**src/sld_defines.svh**
```systemverilog
// bit positions, field layouts and timing counts for the synthesizer latch decoder
`ifndef SLD_DEFINES_SVH
`define SLD_DEFINES_SVH
`define SLD_WORD_W 24
`define SLD_ADDR_CTRL 2'b00
`define SLD_ADDR_FB 2'b10
`define SLD_ADDR_REF 2'b01
// control word fields
`define SLD_C_PRESC_LO 22
`define SLD_C_PD_GATE 21
`define SLD_C_PD_REQ 20
`define SLD_C_CUR2_LO 17
`define SLD_C_CUR1_LO 14
`define SLD_C_PWR_LO 12
`define SLD_C_MUTE 11
`define SLD_C_GAIN 10
`define SLD_C_TRI 9
`define SLD_C_POL 8
`define SLD_C_MUX_LO 5
`define SLD_C_CRST 4
`define SLD_C_CORE_LO 2
// feedback word fields
`define SLD_F_DSEL 23
`define SLD_F_DIV2 22
`define SLD_F_GAIN 21
`define SLD_F_MAIN_LO 8
`define SLD_F_SWAL_LO 2
// reference word fields
`define SLD_R_BSC_LO 20
`define SLD_R_TEST 19
`define SLD_R_PRECISION 18
`define SLD_R_ABP_LO 16
`define SLD_R_DIV_LO 2
// lock detect timing and divider minimums
`define SLD_LOCK_ERR_NS 15
`define SLD_CLK_PERIOD_NS 25
`define SLD_LOCK_ERR_CYC ((`SLD_LOCK_ERR_NS) / (`SLD_CLK_PERIOD_NS) < 1 ? 1 : \
  (`SLD_LOCK_ERR_NS) / (`SLD_CLK_PERIOD_NS))
`define SLD_LOCK_CNT_HI 3'h5
`define SLD_LOCK_CNT_LO 3'h3
`define SLD_MAIN_MIN 13'h0003
`define SLD_REF_MIN 14'h0001
`endif

```
**src/sld_pkg.sv**
```systemverilog
// types shared by the synthesizer latch decoder
package sld_pkg;
  // decoded control word
  typedef struct packed {
    logic [1:0] prescaler_sel;
    logic powerdown_gating_bit;
    logic powerdown_request_bit;
    logic [2:0] pump_current_two;
    logic [2:0] pump_current_one;
    logic [1:0] output_power;
    logic mute_till_lock;
    logic pump_tristate;
    logic detector_polarity;
    logic [2:0] mux_select;
    logic counter_reset;
    logic [1:0] core_power;
  } sld_ctrl_t;
  // decoded feedback and reference fields
  typedef struct packed {
    logic div2_select;
    logic div2_enable;
    logic [12:0] main_count;
    logic [4:0] swallow_count;
  } sld_fb_t;
  typedef struct packed {
    logic [1:0] band_clk_div;
    logic factory_test_bit;
    logic lock_precision_bit;
    logic [1:0] antibacklash;
    logic [13:0] ref_divide;
  } sld_ref_t;
  // power-down sequencing; gray coded along the usual path
  typedef enum logic [1:0] {
    SLD_RUN = 2'b00,
    SLD_WAIT1 = 2'b01,
    SLD_WAIT2 = 2'b11,
    SLD_DOWN = 2'b10
  } sld_pd_state_t;
endpackage

```
**src/sld_sync.sv**
```systemverilog
// two-flop synchroniser for pin inputs
`timescale 1ns/10ps
module sld_sync (
  input wire logic mclk,
  input wire logic sys_rst,
  input wire logic d,
  output logic q
);
  // ----------------------------------------
  // the first stage is read only by the second
  // ----------------------------------------
  logic meta_reg;
  always_ff @(posedge mclk) begin
    if (sys_rst) begin
      meta_reg <= 1'b0;
      q <= 1'b0;
    end else begin
      meta_reg <= d;
      q <= meta_reg;
    end
  end
endmodule // sld_sync

```
**src/sld_latch_decoder.sv**
```systemverilog
// three-wire latch decoder with power-down, lock detect and counter control
`timescale 1ns/10ps
`include "sld_defines.svh"
// Notes on behaviour
// - address bits 00 control, 10 feedback, 01 reference
// - request with gating zero: power down at once
// - both set: down on second reference edge
// - chip enable low disables immediately
// - power-down loads counters, tri-states, resets lock
// - serial register keeps working in power-down
// - two three-bit pump current settings held
// - mute bit keeps outputs off until lock
// - gain bit follows last write, either word
// - tri-state bit floats the charge pump
// - polarity one positive, zero inverted
// - counter reset bit holds all counters
// - power, core and mux fields drive outputs
// - swallow 0..31, main 3..8191
// - total division is P times main plus swallow
// - feedback bit 22 enables output halving
// - feedback bit 23 picks prescaler input
// - reference divide 1..16383
// - reference bits 16-17 set antibacklash width
// - lock after five or three good cycles
// - test bit zero ignores test latch
// - band clock from reference output, optional divider
// - 24 bits shifted, transferred on load rising
module sld_latch_decoder
  import sld_pkg::*;
#(
  parameter int WORD_W = `SLD_WORD_W
) (
  input wire logic mclk,
  input wire logic sys_rst,
  input wire logic serial_clk,
  input wire logic serial_data,
  input wire logic load_enable,
  input wire logic chip_enable,
  input wire logic ref_counter_out,
  input wire logic phase_error_pulse,
  input wire logic [7:0] test_latch,
  output logic powered_down,
  output logic counters_load,
  output logic pump_hiz,
  output logic rf_out_enable,
  output logic ref_buffer_enable,
  output logic lock_detect,
  output logic [2:0] pump_current,
  output logic detector_polarity,
  output logic [1:0] output_power,
  output logic [1:0] core_power,
  output logic [2:0] mux_select,
  output logic div2_enable,
  output logic div2_select,
  output logic [17:0] feedback_division,
  output logic [13:0] ref_divide,
  output logic [1:0] antibacklash,
  output logic band_select_clk,
  output logic [7:0] test_mode_out
);
  // ----------------------------------------
  // elaboration checks
  // ----------------------------------------
  if (WORD_W != 24) begin : g_bad_width
    $error("latch words are 24 bits wide");
  end

  // ----------------------------------------
  // pin synchronisers
  // ----------------------------------------
  logic sclk_s, sdata_s, load_s, ce_s, refo_s, perr_s; // synchronised pins
  sld_sync u_s0 (.mclk(mclk), .sys_rst(sys_rst), .d(serial_clk), .q(sclk_s));
  sld_sync u_s1 (.mclk(mclk), .sys_rst(sys_rst), .d(serial_data), .q(sdata_s));
  sld_sync u_s2 (.mclk(mclk), .sys_rst(sys_rst), .d(load_enable), .q(load_s));
  sld_sync u_s3 (.mclk(mclk), .sys_rst(sys_rst), .d(chip_enable), .q(ce_s));
  sld_sync u_s4 (.mclk(mclk), .sys_rst(sys_rst), .d(ref_counter_out), .q(refo_s));
  sld_sync u_s5 (.mclk(mclk), .sys_rst(sys_rst), .d(phase_error_pulse), .q(perr_s));

  // ----------------------------------------
  // edge detection
  // ----------------------------------------
  logic sclk_d_reg, load_d_reg, refo_d_reg; // delayed copies
  logic sclk_rise, load_rise, refo_rise; // one-cycle edges
  always_ff @(posedge mclk) begin
    if (sys_rst) begin
      sclk_d_reg <= 1'b0;
      load_d_reg <= 1'b0;
      refo_d_reg <= 1'b0;
    end else begin
      sclk_d_reg <= sclk_s;
      load_d_reg <= load_s;
      refo_d_reg <= refo_s;
    end
  end
  assign sclk_rise = sclk_s & ~sclk_d_reg;
  assign load_rise = load_s & ~load_d_reg;
  assign refo_rise = refo_s & ~refo_d_reg;

  // ----------------------------------------
  // serial shift register
  // ----------------------------------------
  // keeps shifting in power-down; the host owns the word framing
  logic [WORD_W-1:0] shift_reg; // msb first
  always_ff @(posedge mclk) begin
    if (sys_rst) begin
      shift_reg <= '0;
    end else if (sclk_rise) begin
      shift_reg <= {shift_reg[WORD_W-2:0], sdata_s};
    end
  end

  // ----------------------------------------
  // latched words
  // ----------------------------------------
  logic [WORD_W-1:0] general_control_word_reg; // write-only words
  logic [WORD_W-1:0] feedback_divider_word_reg;
  logic [WORD_W-1:0] reference_divider_word_reg;
  logic wr_ctrl, wr_fb, wr_ref; // one-cycle commit strobes
  assign wr_ctrl = load_rise && shift_reg[1:0] == `SLD_ADDR_CTRL;
  assign wr_fb = load_rise && shift_reg[1:0] == `SLD_ADDR_FB;
  assign wr_ref = load_rise && shift_reg[1:0] == `SLD_ADDR_REF;
  always_ff @(posedge mclk) begin
    if (sys_rst) begin
      general_control_word_reg <= '0;
      feedback_divider_word_reg <= '0;
      reference_divider_word_reg <= '0;
    end else begin
      // words hold until a commit, even in power-down
      if (wr_ctrl) general_control_word_reg <= shift_reg;
      if (wr_fb) feedback_divider_word_reg <= shift_reg;
      if (wr_ref) reference_divider_word_reg <= shift_reg;
    end
  end

  // ----------------------------------------
  // field views
  // ----------------------------------------
  sld_ctrl_t ctl; // control fields
  sld_fb_t fb; // feedback fields
  sld_ref_t rf; // reference fields
  // the gain bit is skipped here: it lives in the shared gain flop below
  assign ctl = {general_control_word_reg[WORD_W-1:`SLD_C_MUTE],
                general_control_word_reg[`SLD_C_TRI:`SLD_C_CORE_LO]};
  assign fb = {feedback_divider_word_reg[`SLD_F_DSEL], feedback_divider_word_reg[`SLD_F_DIV2],
               feedback_divider_word_reg[`SLD_F_MAIN_LO +: 13],
               feedback_divider_word_reg[`SLD_F_SWAL_LO +: 5]};
  assign rf = reference_divider_word_reg[WORD_W-3:2];

  // ----------------------------------------
  // pump gain: one element, last writer wins
  // ----------------------------------------
  logic gain_reg; // shared gain bit
  always_ff @(posedge mclk) begin
    if (sys_rst) begin
      gain_reg <= 1'b0;
    end else if (wr_ctrl) begin
      gain_reg <= shift_reg[`SLD_C_GAIN];
    end else if (wr_fb) begin
      gain_reg <= shift_reg[`SLD_F_GAIN];
    end
  end

  // ----------------------------------------
  // power-down sequencer
  // ----------------------------------------
  sld_pd_state_t pd_reg; // software power-down state
  always_ff @(posedge mclk) begin
    if (sys_rst) begin
      pd_reg <= SLD_RUN;
    end else if (wr_ctrl) begin
      // a new control word restarts the sequence
      if (!shift_reg[`SLD_C_PD_REQ]) pd_reg <= SLD_RUN;
      else if (!shift_reg[`SLD_C_PD_GATE]) pd_reg <= SLD_DOWN;
      else pd_reg <= SLD_WAIT1;
    end else begin
      case (pd_reg)
        SLD_WAIT1: if (refo_rise) pd_reg <= SLD_WAIT2;
        SLD_WAIT2: if (refo_rise) pd_reg <= SLD_DOWN;
        SLD_DOWN: pd_reg <= SLD_DOWN;
        SLD_RUN: pd_reg <= SLD_RUN;
        default: pd_reg <= SLD_RUN;
      endcase
    end
  end
  logic pd_now; // combined power-down
  assign pd_now = (pd_reg == SLD_DOWN) | ~ce_s;

  // ----------------------------------------
  // lock detect
  // ----------------------------------------
  // phase error pulse wider than the window breaks the run
  logic [3:0] err_len_reg; // current error pulse length in cycles
  logic [2:0] good_cnt_reg; // consecutive good reference cycles
  logic bad_cycle_reg; // error seen in this reference cycle
  logic lock_reg; // lock state
  logic [2:0] need; // cycles needed for lock
  assign need = rf.lock_precision_bit ? `SLD_LOCK_CNT_HI : `SLD_LOCK_CNT_LO;
  always_ff @(posedge mclk) begin
    if (sys_rst || pd_now) begin
      err_len_reg <= 4'h0;
      good_cnt_reg <= 3'h0;
      bad_cycle_reg <= 1'b0;
      lock_reg <= 1'b0;
    end else begin
      err_len_reg <= perr_s ? err_len_reg + 4'h1 : 4'h0;
      if (refo_rise) begin
        bad_cycle_reg <= 1'b0;
        if (bad_cycle_reg) begin
          good_cnt_reg <= 3'h0;
          lock_reg <= 1'b0;
        end else if (good_cnt_reg + 3'h1 >= need) begin
          lock_reg <= 1'b1;
          good_cnt_reg <= need;
        end else begin
          good_cnt_reg <= good_cnt_reg + 3'h1;
        end
      end
      // set after the clear, so an error on a reference edge is not lost
      if (perr_s && err_len_reg >= 4'(`SLD_LOCK_ERR_CYC)) bad_cycle_reg <= 1'b1;
    end
  end

  // ----------------------------------------
  // band-select clock divider
  // ----------------------------------------
  // divider code 0 passes the reference output through
  logic [3:0] bs_cnt_reg; // divider count
  logic bs_clk_reg; // divided clock
  always_ff @(posedge mclk) begin
    if (sys_rst || pd_now) begin
      bs_cnt_reg <= 4'h0;
      bs_clk_reg <= 1'b0;
    end else if (rf.band_clk_div == 2'b00) begin
      bs_clk_reg <= refo_s;
    end else if (refo_rise) begin
      if (bs_cnt_reg >= ({2'b00, rf.band_clk_div} << 1) - 4'h1) begin
        bs_cnt_reg <= 4'h0;
        bs_clk_reg <= ~bs_clk_reg;
      end else begin
        bs_cnt_reg <= bs_cnt_reg + 4'h1;
      end
    end
  end

  // ----------------------------------------
  // output registers
  // ----------------------------------------
  logic [4:0] presc_mod; // prescaler modulus 8, 16 or 32
  logic [12:0] main_eff; // clamped main count
  logic [13:0] ref_eff; // clamped reference ratio
  always_comb begin
    case (ctl.prescaler_sel)
      2'b00: presc_mod = 5'h08;
      2'b01: presc_mod = 5'h10;
      default: presc_mod = 5'h00; // 32 encoded as shift below
    endcase
    main_eff = fb.main_count < `SLD_MAIN_MIN ? `SLD_MAIN_MIN : fb.main_count;
    ref_eff = rf.ref_divide < `SLD_REF_MIN ? `SLD_REF_MIN : rf.ref_divide;
  end
  always_ff @(posedge mclk) begin
    if (sys_rst) begin
      powered_down <= 1'b1;
      counters_load <= 1'b1;
      pump_hiz <= 1'b1;
      rf_out_enable <= 1'b0;
      ref_buffer_enable <= 1'b0;
      lock_detect <= 1'b0;
      pump_current <= 3'h0;
      detector_polarity <= 1'b0;
      output_power <= 2'h0;
      core_power <= 2'h0;
      mux_select <= 3'h0;
      div2_enable <= 1'b0;
      div2_select <= 1'b0;
      feedback_division <= 18'h00000;
      ref_divide <= 14'h0001;
      antibacklash <= 2'h0;
      band_select_clk <= 1'b0;
      test_mode_out <= 8'h00;
    end else begin
      powered_down <= pd_now;
      counters_load <= pd_now | ctl.counter_reset;
      pump_hiz <= pd_now | ctl.pump_tristate;
      rf_out_enable <= ~pd_now & (~ctl.mute_till_lock | lock_reg);
      ref_buffer_enable <= ~pd_now;
      lock_detect <= lock_reg;
      pump_current <= gain_reg ? ctl.pump_current_two : ctl.pump_current_one;
      detector_polarity <= ctl.detector_polarity;
      output_power <= ctl.output_power;
      core_power <= ctl.core_power;
      mux_select <= ctl.mux_select;
      div2_enable <= fb.div2_enable;
      div2_select <= fb.div2_select;
      // modulus times main plus swallow
      feedback_division <= (presc_mod == 5'h00 ? {main_eff, 5'h00}
                            : 18'(main_eff) * 18'(presc_mod)) + 18'(fb.swallow_count);
      ref_divide <= ref_eff;
      antibacklash <= rf.antibacklash;
      band_select_clk <= bs_clk_reg;
      test_mode_out <= rf.factory_test_bit ? test_latch : 8'h00;
    end
  end
endmodule // sld_latch_decoder

```
**config.mk**
```make
export PLATFORM = sky130hd
export DESIGN_NAME = sld_latch_decoder
export DESIGN_NICKNAME = d
export VERILOG_FILES = /design/src/sld_pkg.sv /design/src/sld_sync.sv /design/src/sld_latch_decoder.sv
export VERILOG_INCLUDE_DIRS = /design/src
export SDC_FILE = /design/constraint.sdc
export NUM_CORES = 1
export LEC_CHECK = 0
export BUFFER_PORTS_ARGS = -buffer_cell sky130_fd_sc_hd__buf_4
export CAP_MARGIN = 30
export CORE_UTILIZATION = 55
export DETAILED_ROUTE_END_ITERATION = 8
export PLACE_DENSITY = 0.75
export SETUP_SLACK_MARGIN = 0.4
export SYNTH_ARGS = -nofsm -noshare
export SYNTH_HDL_FRONTEND = slang
export SYNTH_SLANG_ARGS = --single-unit
```
**constraint.sdc**
```tcl
create_clock -name mclk -period 10.5 [get_ports mclk]
set_input_delay 0.525 -clock mclk [delete_from_list [all_inputs] [get_ports mclk]]
set_output_delay 0.525 -clock mclk [all_outputs]
set_load 0.05 [all_outputs]
```
==> flow_summary_export.csv <==
group,metric,value,unit
status,status,"completed",
sta,fmax,217.3,MHz
logic_synthesis,synth_edf_count,0,
die,core,13240,sq um
sta,tns,0,ns
sta,final-hold-violation-count,0,
logic_synthesis,ys_async_sr_fraction,0,
setup_path,cp_max_fo,30,
setup_path,crit_required,10.77,ns
setup_path,worst_path_most_repeated_cell,"ha_1",
logic_synthesis,synth_seq_cells,177,
cells_and_area,nNetsFinal,994,
setup_path,r2r_slack,5.90,ns
cts,cts_buffer_depth,2,
sta,skew,0.007271,ns
cells_and_area,largest_reg_flops,24,
global_route,grt_max_degree,80,
sta,worstMarginPinSlew,0.9590,ns
global_route,grt_first_pass_wirelength,25560,um
cts,cts_buffers,17,
logic_synthesis,yosys_warnings,0,
power,p_total,1381,uW
route,wire_per_inst,13.75,um
power,p_leak,0.003613,uW
global_route,globalRouteOverflowTotal,0,
power,power.density,157.0,nW/um^2
setup_path,cp_slowest_cell,"or4_4",
min_path,holdPathStages,2,
cells_and_area,drive_gt1_frac,0.1346,
logic_synthesis,synth_ff_type,"dfxtp_1",
sta,fin_crit_sh,0.4384,
route,drt_iter0_drc,346,
sta,rsz0062_at_grt,"no",
setup_path,crit_type,"reg2reg",
place,gp_congestion,0.8839,
cts,h-tree-depth,4,
cells_and_area,fin_area,8800,sq um
route,drtPass1Iterations,7,
setup_path,critPathBufInv,1,
logic_synthesis,postSynthCellCount,861,
setup_path,cp_top_family,"adder cells",
route,wl,15290,um
cts,path_clk_slew,0.06,ns
route,route.detailed.drc,0,
die,die_h,118.7,um
setup_path,critPathArrivalTime,4.87,ns
global_route,grt_antenna_before_repair,0,
cells_and_area,fillerInstances,1127,
cts,clockRootBuffer,"clkbuf_16",
logic_synthesis,yosysSeqAreaShare,0.4732,
cts,hold_buffers,0,
cts,cts_resized,0,
sta,slew_headroom,0.3607,
sta,slew_viol_final,0,
die,start_util,0.5655,
cts,clock-sinks,177,
sta,finalCriticalPeriod,4.603,ns
setup_path,crit_chain,"buf_4 > nor2_1 > and2_1 > ha_1 > ha_1 > ha_1 > ha_1 > fa_1 > a211o_1 > a211oi_2 > a211o_2 > nand4_1 > or4_4 > nor4_1 > nor3_1",
setup_path,rr_worst_depth,15,
cells_and_area,n_antenna_cell,0,
setup_path,startpoint_type,"flip-flop",
logic_synthesis,synth.avg_cell_area,8.697,sq um
place,io_buffers,77,
place,dp.final_hpwl,10160,um
logic_synthesis,syn-cell-area,7488,sq um
die,io_pins,78,
place,dpl-instance-area,8179,sq um
route,vias,5890,
cts,clock_latency,0.42,ns
sta,setup_violations,0,
die,dieWidth,118.7,um
cts,cts_setup_buffers,0,
power,irDropWorstVdd,0.1029,mV
route,detail-route-antenna-nets,0,
route,routed_via_density,5.297,
cts,cts_tree,"done",
setup_path,crit_path_max_incr_delay,0.56,ns
setup_path,cp-end-kind,"flip-flop",
cells_and_area,area_growth,17.51,%
sta,whs,0.3025,ns
setup_path,path_depth,15,
global_route,grt_pass1_vias,5344,
min_path,hp-class,"in2reg",
die,num_rows,42,
logic_synthesis,ys_types,55,
die,die_area,14090,sq um
global_route,grt_use_total,0.2248,
run,maxCapViolCount,0,
-- Yosys cell counts, drive strengths merged (13+ instances only) --
library cell / n / area (sq um)
nand2: 185 / 694.4
dfxtp: 177 / 3543
a21oi: 108 / 544.3
ha: 52 / 650.6
nor2b: 50 / 312.8
nor2: 48 / 180.2
clkbuf: 36 / 135.1
and2: 23 / 143.9
inv: 17 / 63.81
nor3: 15 / 75.07
mux2i: 14 / 140.1
nand2b: 13 / 81.33
o21ai: 13 / 65.06
-- stage by stage --
stage,cells,setup WS [ns],utilization
2_1_floorplan,865,6.118,-
3_3_place_gp,1080,6.042,0.6176
3_5_place_dp,1080,5.932,0.6176
4_1_cts,1112,5.905,0.6645
5_1_grt,1112,5.669,0.6645
6_report,1112,5.897,0.6645
-- logic make-up after synthesis --
group                    Yosys count  share of synthesized area
AO/OA/AOI/OAI                    156                     0.1195
XOR/XNOR                          16                    0.01871
adder cells (fa/ha/maj)           55                    0.09490
buffers and inverters             60                    0.03124
flip-flops                       177                     0.4732
multiplexers                      16                    0.02172
other                              1                  0.0005008
AND/OR/NAND/NOR                  380                     0.2403
-- cells in the final DEF (no fill, tap or decap), drive strengths merged, types with 3 or more instances in the layout --
master / synthesis / layout
o31a: 3 / 3
bufinv: 0 / 3
xnor2: 6 / 6
mux2i: 14 / 14
a21o: 4 / 4
a21oi: 108 / 108
nor2: 48 / 48
nand3b: 3 / 3
nor4: 8 / 8
o21a: 4 / 4
and2: 23 / 23
or3: 4 / 4
conb: 1 / 5
clkinv: 0 / 3
xor2: 10 / 10
nor3b: 6 / 6
buf: 7 / 82
a211oi: 8 / 8
nand3: 11 / 11
nand2b: 13 / 13
clkbuf: 36 / 22
fa: 3 / 3
ha: 52 / 52
dfxtp: 177 / 177
nor2b: 50 / 50
nand2: 185 / 185
inv: 17 / 21
and3: 5 / 5
nor3: 15 / 15
o21ai: 13 / 13
a211o: 3 / 3
-- worst reg2reg max path: stages, from the launching register on --
cell	delay, ns
dfxtp_1	0.52
buf_4	0.38
nor2_1	0.18
and2_1	0.21
ha_1	0.27
ha_1	0.29
ha_1	0.20
ha_1	0.22
fa_1	0.45
a211o_1	0.38
a211oi_2	0.19
a211o_2	0.14
nand4_1	0.12
or4_4	0.56
nor4_1	0.25
nor3_1	0.09
-- layer usage --
layer  up-vias  GRT usage  wire (um)
met5         -          0          0
met4         0    0.07595        169
met3        15    0.04392        761
met2       156     0.3626       7160
met1      2720     0.3006       7199
li1       2999          -          -
-- layout make-up --
type	count	area, sq um	share of cell area
clock inverter	10	146.4	0.01664
inverter	17	63.81	0.007252
timing repair buffer	82	615.6	0.06996
sequential	177	3543	0.4027
tap	176	220.2	0.02502
clock buffer	22	474.2	0.05389
multi-input combinational	628	3736	0.4246
-- final timing paths --
check,start,end
setup reg to reg,general_control_word_reg[23],feedback_division[17]
setup / recovery,general_control_word_reg[23],feedback_division[17]
hold / removal,test_latch[1],test_mode_out[1]
hold reg to reg,u_s0.meta_reg,u_s0.q
-- power breakdown --
| group | internal, uW | switching, uW | total (uW) |
|---|---|---|---|
| Sequential | 676 | 2.09 | 678 |
| Combinational | 13.6 | 30.0 | 43.5 |
| Clock | 397 | 262 | 659 |
| Total | 1090 | 294 | 1380 |
No activity file was read; power rests on OpenSTA's default activity.
